## config.mk

```make
export PLATFORM = sky130hd
export DESIGN_NAME = radio_event_interrupt_unit
export DESIGN_NICKNAME = d
export VERILOG_FILES = /design/src/reiu_pkg.sv /design/src/reiu_event_group.sv /design/src/radio_event_interrupt_unit.sv
export VERILOG_INCLUDE_DIRS = /design/src
export SDC_FILE = /design/constraint.sdc
export NUM_CORES = 1
export LEC_CHECK = 0
export ABC_AREA = 1
export BUFFER_PORTS_ARGS = -buffer_cell sky130_fd_sc_hd__buf_2
export CORE_ASPECT_RATIO = 0.5
export CORE_MARGIN = 2
export CORE_UTILIZATION = 55
export DETAILED_ROUTE_END_ITERATION = 7
export HOLD_SLACK_MARGIN = 0.1
export PLACE_DENSITY = 0.78
export SYNTH_ARGS = -nofsm -noshare
export SYNTH_HDL_FRONTEND = slang
export SYNTH_SLANG_ARGS = --single-unit
```

## constraint.sdc

```tcl
create_clock -name sys_clk_i -period 10.4 [get_ports sys_clk_i]
set_input_delay 0.52 -clock sys_clk_i [delete_from_list [all_inputs] [get_ports sys_clk_i]]
set_output_delay 0.52 -clock sys_clk_i [all_outputs]
set_load 0.01 [all_outputs]
```

## src/reiu_consts.svh

```systemverilog
// Constants for the radio event interrupt unit
`ifndef REIU_CONSTS_SVH
`define REIU_CONSTS_SVH

// Property numbers
`define REIU_PROP_GROUP_EN 16'h0100
`define REIU_PROP_PACKET_EN 16'h0101
`define REIU_PROP_MODEM_EN 16'h0102
`define REIU_PROP_CHIP_EN 16'h0103

// Property reset values
`define REIU_GROUP_EN_RST 8'h04
`define REIU_PACKET_EN_RST 8'h00
`define REIU_MODEM_EN_RST 8'h00
`define REIU_CHIP_EN_RST 8'h04

// Group enable bit positions
`define REIU_GRP_PACKET_BIT 0
`define REIU_GRP_MODEM_BIT 1
`define REIU_GRP_CHIP_BIT 2

// Chip event bit raised by a radio state change
`define REIU_CHIP_STATE_BIT 4

// Command codes
`define REIU_CMD_ALL 8'h20
`define REIU_CMD_PACKET 8'h21
`define REIU_CMD_MODEM 8'h22
`define REIU_CMD_CHIP 8'h23

// Response lengths in bytes
`define REIU_LEN_ALL 3'd6
`define REIU_LEN_GROUP 3'd2

// Fast reply selectors
`define REIU_FRR_PACKET 2'h0
`define REIU_FRR_MODEM 2'h1
`define REIU_FRR_CHIP 2'h2
`define REIU_FRR_STATE 2'h3

// Timing
`define REIU_CLK_PERIOD_NS 40
`define REIU_FRR_DELAY_NS 5000
`define REIU_IRQ_DELAY_NS 13000

`endif

```

## src/reiu_pkg.sv

```systemverilog
// Types of the radio event interrupt unit
package reiu_pkg;

  typedef enum logic [0:0] {
    REIU_IDLE = 1'b0,
    REIU_SEND = 1'b1
  } reiu_state_type;

  typedef logic [7:0] reiu_byte_type;

endpackage : reiu_pkg

```

## src/reiu_event_group.sv

```systemverilog
// Sticky pending-event latch for one event group
`timescale 1ns/1ns
module reiu_event_group #(
  parameter int WIDTH = 8
) (
  // Clock and reset
  input wire logic sys_clk_i,
  input wire logic rst_i,
  // Events and clear mask
  input wire logic [WIDTH-1:0] set_i,
  input wire logic [WIDTH-1:0] clr_i,
  // Pending state
  output logic [WIDTH-1:0] pend_o
);

  // A set in the clearing cycle survives the clear
  always_ff @(posedge sys_clk_i or posedge rst_i) begin
    if (rst_i) begin
      pend_o <= '0;
    end else begin
      pend_o <= (pend_o & ~clr_i) | set_i;
    end
  end

endmodule : reiu_event_group

```

## src/radio_event_interrupt_unit.sv

```systemverilog
// Event collection, status commands and interrupt pin of the radio
// Function
// RULE1 - The interrupt pin is driven low when any enabled event becomes pending.
// RULE2 - Once low, the pin stays low until a status command reads the events, then stays high until a new event.
// RULE3 - Events form packet, modem and chip groups, each with its own enable byte at properties 0101 to 0103.
// RULE4 - An event reaches the pin only when both its own enable and its group enable in property 0100 are set.
// RULE5 - After reset the group and chip enable bytes hold 0x04 and the packet and modem enable bytes hold 0x00.
// RULE6 - Command 0x20 returns pending events of all groups and by default clears all returned events.
// RULE7 - Commands 0x21, 0x22 and 0x23 return and clear only their own group and leave the others alone.
// RULE8 - Each status reply carries the live status bytes after the pending-event bytes.
// RULE9 - Live status bits show the present condition whatever the enables say.
// RULE10 - Fast reply reads show group events but never clear them or release the pin.
// RULE11 - The host must use status commands, not fast reply reads, to release the pin.
// RULE12 - After entering a new radio state the fast reply state updates after 5 us and the pin after 13 us.
// RULE13 - An event arriving while its group is read and cleared stays pending and reasserts the pin.
`timescale 1ns/1ns
`include "reiu_consts.svh"
module radio_event_interrupt_unit #(
  parameter int STATE_WIDTH = 4
) (
  // Clock and reset
  input wire logic sys_clk_i,
  input wire logic rst_i,
  // Property access
  input wire logic prop_wr_i,
  input wire logic prop_rd_i,
  input wire logic [15:0] prop_addr_i,
  input wire reiu_pkg::reiu_byte_type prop_wdata_i,
  output reiu_pkg::reiu_byte_type prop_rdata_o,
  output logic prop_ack_o,
  // Status commands
  input wire logic cmd_valid_i,
  input wire reiu_pkg::reiu_byte_type cmd_code_i,
  input wire logic cmd_keep_i,
  output logic cmd_ready_o,
  output logic resp_valid_o,
  output reiu_pkg::reiu_byte_type resp_byte_o,
  output logic resp_last_o,
  // Fast reply
  input wire logic [1:0] frr_sel_i,
  output reiu_pkg::reiu_byte_type fast_reply_bytes_o,
  // Event sources
  input wire reiu_pkg::reiu_byte_type packet_event_i,
  input wire reiu_pkg::reiu_byte_type modem_event_i,
  input wire reiu_pkg::reiu_byte_type chip_event_i,
  input wire reiu_pkg::reiu_byte_type packet_status_i,
  input wire reiu_pkg::reiu_byte_type modem_status_i,
  input wire reiu_pkg::reiu_byte_type chip_status_i,
  input wire logic [STATE_WIDTH-1:0] radio_state_i,
  // Interrupt pin
  output logic event_request_low_o
);
  import reiu_pkg::*;

  localparam int FRR_CYC_INT = `REIU_FRR_DELAY_NS / `REIU_CLK_PERIOD_NS;
  localparam int IRQ_CYC_INT = `REIU_IRQ_DELAY_NS / `REIU_CLK_PERIOD_NS;
  localparam logic [9:0] FRR_CYC = 10'(FRR_CYC_INT);
  localparam logic [9:0] IRQ_CYC = 10'(IRQ_CYC_INT);

  reiu_byte_type event_group_enable_reg;
  reiu_byte_type packet_event_enable_reg;
  reiu_byte_type modem_event_enable_reg;
  reiu_byte_type chip_event_enable_reg;
  reiu_byte_type packet_pend;
  reiu_byte_type modem_pend;
  reiu_byte_type chip_pend;
  reiu_byte_type chip_set;
  reiu_byte_type packet_clr;
  reiu_byte_type modem_clr;
  reiu_byte_type chip_clr;
  reiu_state_type state_reg;
  logic [47:0] resp_shift_reg;
  logic [2:0] resp_left_reg;
  logic [STATE_WIDTH-1:0] state_seen_reg;
  logic [STATE_WIDTH-1:0] frr_state_reg;
  logic [9:0] delay_cnt_reg;
  logic delay_run_reg;
  logic state_event;
  logic irq_reg;
  logic cmd_take;
  logic status_read;
  logic new_enabled;

  // Response length of a command, zero when the code is not a status command
  function automatic logic [2:0] resp_len(input reiu_byte_type code);
    if (code == `REIU_CMD_ALL) begin
      resp_len = `REIU_LEN_ALL;
    end else if (code == `REIU_CMD_PACKET || code == `REIU_CMD_MODEM || code == `REIU_CMD_CHIP) begin
      resp_len = `REIU_LEN_GROUP;
    end else begin
      resp_len = 3'd0;
    end
  endfunction : resp_len

  // Events of one group that may drive the pin
  function automatic reiu_byte_type gated(input reiu_byte_type ev, input reiu_byte_type en, input logic grp);
    gated = grp ? (ev & en) : 8'h00;
  endfunction : gated

  // RULE5 reset enables
  // RULE3 enable bytes
  always_ff @(posedge sys_clk_i or posedge rst_i) begin
    if (rst_i) begin
      event_group_enable_reg <= `REIU_GROUP_EN_RST;
      packet_event_enable_reg <= `REIU_PACKET_EN_RST;
      modem_event_enable_reg <= `REIU_MODEM_EN_RST;
      chip_event_enable_reg <= `REIU_CHIP_EN_RST;
    end else if (prop_wr_i) begin
      if (prop_addr_i == `REIU_PROP_GROUP_EN) begin
        event_group_enable_reg <= prop_wdata_i;
      end else if (prop_addr_i == `REIU_PROP_PACKET_EN) begin
        packet_event_enable_reg <= prop_wdata_i;
      end else if (prop_addr_i == `REIU_PROP_MODEM_EN) begin
        modem_event_enable_reg <= prop_wdata_i;
      end else if (prop_addr_i == `REIU_PROP_CHIP_EN) begin
        chip_event_enable_reg <= prop_wdata_i;
      end
    end
  end

  // Property read data, unmapped numbers read zero
  always_ff @(posedge sys_clk_i or posedge rst_i) begin
    if (rst_i) begin
      prop_rdata_o <= 8'h00;
      prop_ack_o <= 1'b0;
    end else begin
      prop_ack_o <= prop_rd_i | prop_wr_i;
      if (prop_rd_i) begin
        if (prop_addr_i == `REIU_PROP_GROUP_EN) begin
          prop_rdata_o <= event_group_enable_reg;
        end else if (prop_addr_i == `REIU_PROP_PACKET_EN) begin
          prop_rdata_o <= packet_event_enable_reg;
        end else if (prop_addr_i == `REIU_PROP_MODEM_EN) begin
          prop_rdata_o <= modem_event_enable_reg;
        end else if (prop_addr_i == `REIU_PROP_CHIP_EN) begin
          prop_rdata_o <= chip_event_enable_reg;
        end else begin
          prop_rdata_o <= 8'h00;
        end
      end
    end
  end

  // RULE12 state change timer
  always_ff @(posedge sys_clk_i or posedge rst_i) begin
    if (rst_i) begin
      state_seen_reg <= '0;
      frr_state_reg <= '0;
      delay_cnt_reg <= 10'h000;
      delay_run_reg <= 1'b0;
    end else begin
      state_seen_reg <= radio_state_i;
      if (radio_state_i != state_seen_reg) begin
        delay_cnt_reg <= 10'h001;
        delay_run_reg <= 1'b1;
      end else if (delay_run_reg) begin
        delay_cnt_reg <= delay_cnt_reg + 10'h001;
        // Two cycles early: one for this register and one for the fast reply flop
        if (delay_cnt_reg == FRR_CYC - 10'h002) begin
          frr_state_reg <= state_seen_reg;
        end
        if (delay_cnt_reg == IRQ_CYC) begin
          delay_run_reg <= 1'b0;
        end
      end
    end
  end

  // Pin falls one edge after this pulse, so the event is raised one cycle early
  assign state_event = delay_run_reg && (delay_cnt_reg == IRQ_CYC - 10'h001);

  always_comb begin
    chip_set = chip_event_i;
    chip_set[`REIU_CHIP_STATE_BIT] = chip_event_i[`REIU_CHIP_STATE_BIT] | state_event;
  end

  assign cmd_ready_o = (state_reg == REIU_IDLE);
  assign cmd_take = cmd_valid_i && cmd_ready_o && (resp_len(cmd_code_i) != 3'd0);
  assign status_read = cmd_take;

  // RULE6 clear all groups
  // RULE7 clear one group
  // RULE13 clear only what was returned
  always_comb begin
    packet_clr = 8'h00;
    modem_clr = 8'h00;
    chip_clr = 8'h00;
    if (cmd_take && !cmd_keep_i) begin
      if (cmd_code_i == `REIU_CMD_ALL || cmd_code_i == `REIU_CMD_PACKET) begin
        packet_clr = packet_pend;
      end
      if (cmd_code_i == `REIU_CMD_ALL || cmd_code_i == `REIU_CMD_MODEM) begin
        modem_clr = modem_pend;
      end
      if (cmd_code_i == `REIU_CMD_ALL || cmd_code_i == `REIU_CMD_CHIP) begin
        chip_clr = chip_pend;
      end
    end
  end

  reiu_event_group #(.WIDTH(8)) u_packet_group (
    .sys_clk_i(sys_clk_i),
    .rst_i(rst_i),
    .set_i(packet_event_i),
    .clr_i(packet_clr),
    .pend_o(packet_pend)
  );

  reiu_event_group #(.WIDTH(8)) u_modem_group (
    .sys_clk_i(sys_clk_i),
    .rst_i(rst_i),
    .set_i(modem_event_i),
    .clr_i(modem_clr),
    .pend_o(modem_pend)
  );

  reiu_event_group #(.WIDTH(8)) u_chip_group (
    .sys_clk_i(sys_clk_i),
    .rst_i(rst_i),
    .set_i(chip_set),
    .clr_i(chip_clr),
    .pend_o(chip_pend)
  );

  // RULE4 group and event gating
  assign new_enabled =
    |gated(packet_event_i, packet_event_enable_reg, event_group_enable_reg[`REIU_GRP_PACKET_BIT]) ||
    |gated(modem_event_i, modem_event_enable_reg, event_group_enable_reg[`REIU_GRP_MODEM_BIT]) ||
    |gated(chip_set, chip_event_enable_reg, event_group_enable_reg[`REIU_GRP_CHIP_BIT]);

  // RULE1 assert on enabled event
  // RULE2 release on status read
  // RULE13 new event beats the release
  always_ff @(posedge sys_clk_i or posedge rst_i) begin
    if (rst_i) begin
      irq_reg <= 1'b0;
    end else if (new_enabled) begin
      irq_reg <= 1'b1;
    end else if (status_read) begin
      irq_reg <= 1'b0;
    end
  end

  assign event_request_low_o = ~irq_reg;

  // RULE8 pending bytes then live status
  // RULE9 live status ignores enables
  always_ff @(posedge sys_clk_i or posedge rst_i) begin
    if (rst_i) begin
      state_reg <= REIU_IDLE;
      resp_shift_reg <= 48'h0000_0000_0000;
      resp_left_reg <= 3'd0;
      resp_valid_o <= 1'b0;
      resp_byte_o <= 8'h00;
      resp_last_o <= 1'b0;
    end else begin
      case (state_reg)
        REIU_IDLE: begin
          resp_valid_o <= 1'b0;
          resp_last_o <= 1'b0;
          if (cmd_take) begin
            resp_left_reg <= resp_len(cmd_code_i);
            state_reg <= REIU_SEND;
            if (cmd_code_i == `REIU_CMD_ALL) begin
              resp_shift_reg <= {chip_status_i, modem_status_i, packet_status_i, chip_pend, modem_pend, packet_pend};
            end else if (cmd_code_i == `REIU_CMD_PACKET) begin
              resp_shift_reg <= {32'h0000_0000, packet_status_i, packet_pend};
            end else if (cmd_code_i == `REIU_CMD_MODEM) begin
              resp_shift_reg <= {32'h0000_0000, modem_status_i, modem_pend};
            end else begin
              resp_shift_reg <= {32'h0000_0000, chip_status_i, chip_pend};
            end
          end
        end
        REIU_SEND: begin
          resp_valid_o <= 1'b1;
          resp_byte_o <= resp_shift_reg[7:0];
          resp_shift_reg <= {8'h00, resp_shift_reg[47:8]};
          resp_left_reg <= resp_left_reg - 3'd1;
          resp_last_o <= (resp_left_reg == 3'd1);
          if (resp_left_reg == 3'd1) begin
            state_reg <= REIU_IDLE;
          end
        end
        default: begin
          state_reg <= REIU_IDLE;
        end
      endcase
    end
  end

  // RULE10 fast reply never clears
  // RULE12 delayed state in fast reply
  always_ff @(posedge sys_clk_i or posedge rst_i) begin
    if (rst_i) begin
      fast_reply_bytes_o <= 8'h00;
    end else if (frr_sel_i == `REIU_FRR_PACKET) begin
      fast_reply_bytes_o <= packet_pend;
    end else if (frr_sel_i == `REIU_FRR_MODEM) begin
      fast_reply_bytes_o <= modem_pend;
    end else if (frr_sel_i == `REIU_FRR_CHIP) begin
      fast_reply_bytes_o <= chip_pend;
    end else begin
      fast_reply_bytes_o <= 8'(frr_state_reg);
    end
  end

endmodule : radio_event_interrupt_unit

```

---- After elaboration in Yosys (flattened, before gate mapping) ----
Index checks and enable logic that the tools add are counted.
operators by class
  add/sub/neg operators ................... 2
  equal/unequal tests ..................... 16
  mux-type cells .......................... 37
  bitwise logic cells ..................... 20
  reductions and logical operators ........ 24
operator list
  kind                                            number
  2-to-1 mux 8 bit                                16
  2-to-1 mux 48 bit                               2
  one-hot mux 48 bit (2 select lines)             1
  == test 16 x 9 -> 1 bit, second input constant  4
  AND 8 bit                                       6
  == test 8 x 6 -> 1 bit, second input constant   4
  2-to-1 mux 16 bit                               2
  inverter 8 bit                                  3
  bitwise OR 8 bit                                3
  OR reduction 8 bit                              3
  == test 10 x 9 -> 1 bit, second input constant  2
  2-to-1 mux 10 bit                               2
  adder 10 x 1 -> 10 bit, second input constant   1
  == test 10 x 7 -> 1 bit, second input constant  1
  logical OR 1 bit                                7
  2-to-1 mux 1 bit                                7
  2-to-1 mux 3 bit                                2
  inverter 1 bit                                  6
  one-hot mux 1 bit (2 select lines)              3
  one-hot mux 3 bit (2 select lines)              1
  AND reduction 3 bit                             2
  AND reduction 5 bit                             1
  logical AND 1 bit                               4
  inequality test 4 bit                           1
  other kinds (13)                                15
word-level totals
  flip-flop bits (word level) ............. 155
  input port bits ......................... 92

---- Longest topological paths before layout ----
  depth after elaboration ................. 12
  mapped depth ............................ 10
  mapped depth without buffers ............ 10

---- Cells and area by module ----
From an unflattened synthesis, not the netlist that was laid out.
second synthesis, totals
  cell total of the unflattened synthesis .. 1,011
  area total of the unflattened synthesis .. 7,781.2 µm²
modules (own cells, without submodules)
  module                      times used  cells an instance  area an instance (µm²)  seq. area each (µm²)
  radio_event_interrupt_unit  1           888                6,809.0                 3,280.6
  reiu_event_group            3           41                 324.1                   200.2

---- Least setup slack after synthesis ----
No wires, ideal clock.
  path type ............................... input to register
  start point ............................. input port cmd_code_i[4]
  end point ............................... register resp_shift_reg[4]
  arrival time ............................ 1.535 ns
  required time ........................... 10.283 ns
  setup slack ............................. 8.748 ns
  stages .................................. 9
  cell sequence ........................... clkinv_1 > nand2_1 > nor3_4 > buf_6 > nand2_2 > buf_4 > or2_1 > nand3_1 > nand2_1
on the way
  word-level cells in the longest chain between the ends .. 8
RTL lines
  item                                             line                               text
  start: declaration                               radio_event_interrupt_unit.sv:33   input wire reiu_pkg::reiu_byte_type cmd_code_i,
  == test 8 x 6 -> 1 bit (no source line)          --
  logical OR 1 bit (no source line) (2 in a row)   --
  2-to-1 mux 2 bit                                 radio_event_interrupt_unit.sv:88   end else if (code == `REIU_CMD_PACKET || code == `REIU_CMD_MODEM || code == `REIU_CMD_CHIP) begin
  2-to-1 mux 3 bit                                 radio_event_interrupt_unit.sv:86   if (code == `REIU_CMD_ALL) begin
  nonzero test 3 bit                               radio_event_interrupt_unit.sv:178  assign cmd_take = cmd_valid_i && cmd_ready_o && (resp_len(cmd_code_i) != 3'd0);
  logical AND 1 bit                                radio_event_interrupt_unit.sv:178
  inequality test 2 x 1 -> 1 bit (no source line)  --
  end signal: assignment                           radio_event_interrupt_unit.sv:265  resp_shift_reg <= {chip_status_i, modem_status_i, packet_status_i, chip_pend, modem_pend, packet_pend};
  end signal: assignment                           radio_event_interrupt_unit.sv:267  resp_shift_reg <= {32'h0000_0000, packet_status_i, packet_pend};
  end signal: assignment                           radio_event_interrupt_unit.sv:269  resp_shift_reg <= {32'h0000_0000, modem_status_i, modem_pend};
  end: declaration                                 radio_event_interrupt_unit.sv:72   logic [47:0] resp_shift_reg;
Several ways; a longest one is shown, not always the timed one. The select of a mux whose other input is x is not followed.
A chain may end at the register's enable or synchronous reset.

---- Worst setup path in the final report ----
  start point ............................. register state_reg
  end point ............................... register resp_shift_reg[36]
on the way
  word-level cells in the longest chain between the ends .. 4
RTL lines
  item                                             line                               text
  start: declaration                               radio_event_interrupt_unit.sv:71   reiu_state_type state_reg;
  start signal: assignment                         radio_event_interrupt_unit.sv:250  state_reg <= REIU_IDLE;
  start signal: assignment                         radio_event_interrupt_unit.sv:263  state_reg <= REIU_SEND;
  start signal: assignment                         radio_event_interrupt_unit.sv:282  state_reg <= REIU_IDLE;
  inverter 1 bit                                   --
  logical AND 1 bit (2 in a row)                   radio_event_interrupt_unit.sv:178
  inequality test 2 x 1 -> 1 bit (no source line)  --
Several ways; a longest one is shown, not always the timed one.

==> out/metrics.cfg <==
[critical_path]
cp_max_fo = 48
start_kind = register
cpMostUsedCell = nand2_1
critical-path-top-delay-family = simple AND/OR/NAND/NOR gates
rr_worst_depth = 7
path_class = register to register
end_kind = register
r2r_slack_ns = 7.81
cp_num_buf_inv = 2
critical_path.cell_chain = buf_4, nor2_1, nand2_1, nand2_2, inv_2, nand2_1, nand3_1
r2r_end = resp_shift_reg[36]$_DFFE_PP0P_
crit_path_top_delay_cell = nand2_2
r2r_start = state_reg$_DFF_PP0_
crit_arrival_ns = 2.90
slowest_delay_ns = 0.63
required_ns = 10.70

[placed_design]
place.gp.congestion = 0.954
hpwl_mm = 14.4
portBuffers = 120
pre_cts_ws_ns = 7.48
dp.cells = 1252

[timing]
drv_slew = 0
finalHoldViolCount = 0
relSlewSlack = 0.306
period_needed_ns = 2.59
fin_tns_setup_ns = 0
fin_crit_sh = 0.249
fmax_mhz = 385
setup_ws_ns = 7.81
worstMarginPinSlew_ns = 1.04
skew_ns = 0.0141
rsz0062_at_grt = no
setup_viol = 0

[floorplanning]
die_width_um = 172
dieArea_mm2 = 0.0151
rows = 30
initial_utilization = 0.568
io_pins = 121
die_h_um = 87.9
core_region_area_mm2 = 0.0136

[synth]
synth.net_count = 1066
ys_ff_latch = 155
synth_top_cell_by_area = dfrtp_1
syn_inst = 969
synth-compound-area-share = 0.0867
synth_xor_area_frac = 0.00453
synth_top_family_by_area = simple AND/OR/NAND/NOR gates
yosys_warnings = 0
yosysTopAreaCellShare = 0.495
synthTopCellsByArea = dfrtp_1, nand2_1, nand3_1, inv_1, o21ai_0
yosysSeqAreaShare = 0.502
synthSimpleGateAreaFrac = 0.320
synth_fa_ha_area_frac = 0.00809
netlist_area_mm2 = 0.00773
synth.distinct_cells = 35
synth_area_per_cell_um2 = 7.98
muxShareOfSynthArea = 0

[power_and_ir_drop]
pwr-share-clk = 0.405
power_frac_seq = 0.442
swShare = 0.299
switchingPower_uw = 453
p_int_uw = 1060
vdd_drop_max_v = 0.000103
power.density_mw_per_mm2 = 169
combPwrFrac = 0.154
p_leak_uw = 0.00457

[global_route]
grt_pass1_vias = 6453
grt_pass1_wl_mm = 31.9
grt_usage = 0.276
antenna_found_initial = 0
gr-total-overflow = 0
grt_max_degree = 86

[final_layout]
diodes = 0
largest_reg_flops = 48
fillerInstances = 1133
area_delta_synth_final_pct = 16.3
drive_above_1_share = 0.176
stdcell_count = 1284
seq_area_mm2 = 0.00388
finalNetCount = 1176
multiInputGateArea_mm2 = 0.00325

[route]
wl_met2_mm = 9.17
dr.pass1.iters = 5
wl_met1_mm = 8.91
wl_mm = 19.7
viasPerCell = 5.38
antenna_left = 0
dr.first_iter.drc_count = 752
via_count = 6907
drc = 0
top_layer_used = met4
met3_length_mm = 1.31
wl_per_cell_um = 15.4

[clock_network]
post_cts_buffers = 0
clock_sinks = 155
cts_resized = 0
path_clk_slew_ns = 0.07
clk_path_buf_depth = 2
htreeDepth = 4
worstSkewPairLatency_ns = 0.43
cts_tree = yes
root_buffer = clkbuf_16
cts_buffers = 17
hold_buffers = 0

[status]
outcome = completed

[worst_hold_path]
hp-class = input pin to asynchronous set/reset pin

[job]
max_cap_viol_count = 0

power groups by stage:
stage          sequential (µW)  clock, µW  combinational [µW]
5_1_grt                    675        646                 266
6_report                   670        614                 233
3_5_place_dp               680          0                 232
4_1_cts                    670        622                 234
3_3_place_gp               679          0                 229
2_1_floorplan              688          0                 147
placed cells by master, fill, tap and decap left out, types with 2 or more instances in the layout:
cell type,Yosys,routed
nand2_1,302,302
dfrtp_1,153,153
nand3_1,149,149
buf_2,15,120
inv_1,105,104
o21ai_0,67,67
nor2_1,27,27
a21o_1,23,23
clkbuf_16,0,17
nand4_1,16,16
nor3_1,11,11
nor2_2,8,8
nand3b_1,8,8
o21ai_1,7,7
inv_2,7,7
a21oi_1,7,7
nand2_2,6,6
inv_6,0,6
nor2_4,5,5
ha_1,5,5
nand3_4,4,4
or2_2,4,4
o221ai_1,4,4
o211ai_1,4,4
xor2_1,4,4
clkinvlp_4,0,4
or2_0,2,2
o22ai_1,2,2
dfstp_2,2,2
clkbuf_8,0,2
buf_4,1,2
worst max-delay path by stage:
stage,cells after the start,endpoint,from
global placement,9,resp_shift_reg[25]$_DFFE_PP0P_,cmd_code_i[4]
detailed placement,9,resp_shift_reg[23]$_DFFE_PP0P_,cmd_code_i[4]
finish,7,resp_shift_reg[36]$_DFFE_PP0P_,state_reg$_DFF_PP0_
CTS,7,resp_shift_reg[36]$_DFFE_PP0P_,state_reg$_DFF_PP0_
floorplan,1,chip_event_enable_reg[0]$_DFFE_PP0P_,rst_i
global route,7,resp_shift_reg[17]$_DFFE_PP0P_,state_reg$_DFF_PP0_
cells in the mapped netlist, drive strengths merged:
library cell and count:
a211oi 1, a21o 23, a21oi 7, a22oi 1
buf 22, clkbuf 9, clkinv 1, dfrtp 153
dfstp 2, ha 5, inv 112, nand2 308
nand3 153, nand3b 8, nand4 16, nor2 40
nor3 12, nor3b 1, o211ai 4, o21ai 74
o221ai 4, o22ai 2, or2 7, xor2 4
worst reg2reg max path, cell delays in order, from the launching register on:
cell,delay (ns)
dfrtp_1,0.36
buf_4,0.27
nor2_1,0.29
nand2_1,0.21
nand2_2,0.63
inv_2,0.45
nand2_1,0.17
nand3_1,0.10
layout make-up:
class,instances,share of cell area
inverters,113,0.0477
flip-flops and latches,155,0.432
well taps,192,0.0267
clock buffers,19,0.0504
clock inverters,13,0.0143
multi-input cells,670,0.361
repair buffers,122,0.0684
cells by family after synthesis:
kind of cell | after synthesis
adder cells (fa/ha/maj) | 5
buffers and inverters | 144
AND/OR/NAND/NOR | 545
flip-flops | 155
XOR/XNOR | 4
AO/OA/AOI/OAI | 116
through the flow:
step	total power, µW	utilization	instance area (µm²)	hold slack [ns]
finish	1520	0.660	8990	0.171
global route	1590	0.660	8990	0.205
CTS	1530	0.660	8990	0.202
detailed placement	913	0.617	8410	0.461
global placement	907	0.617	8410	0.462
floorplan	834	-	7730	0.370
routing by layer:
layer,up-vias,GRT usage
li1,3370,-
met1,3245,0.389
met2,257,0.433
met3,35,0.0606
met4,0,0.0855
met5,-,0
(Power assumes the default switching activity.)
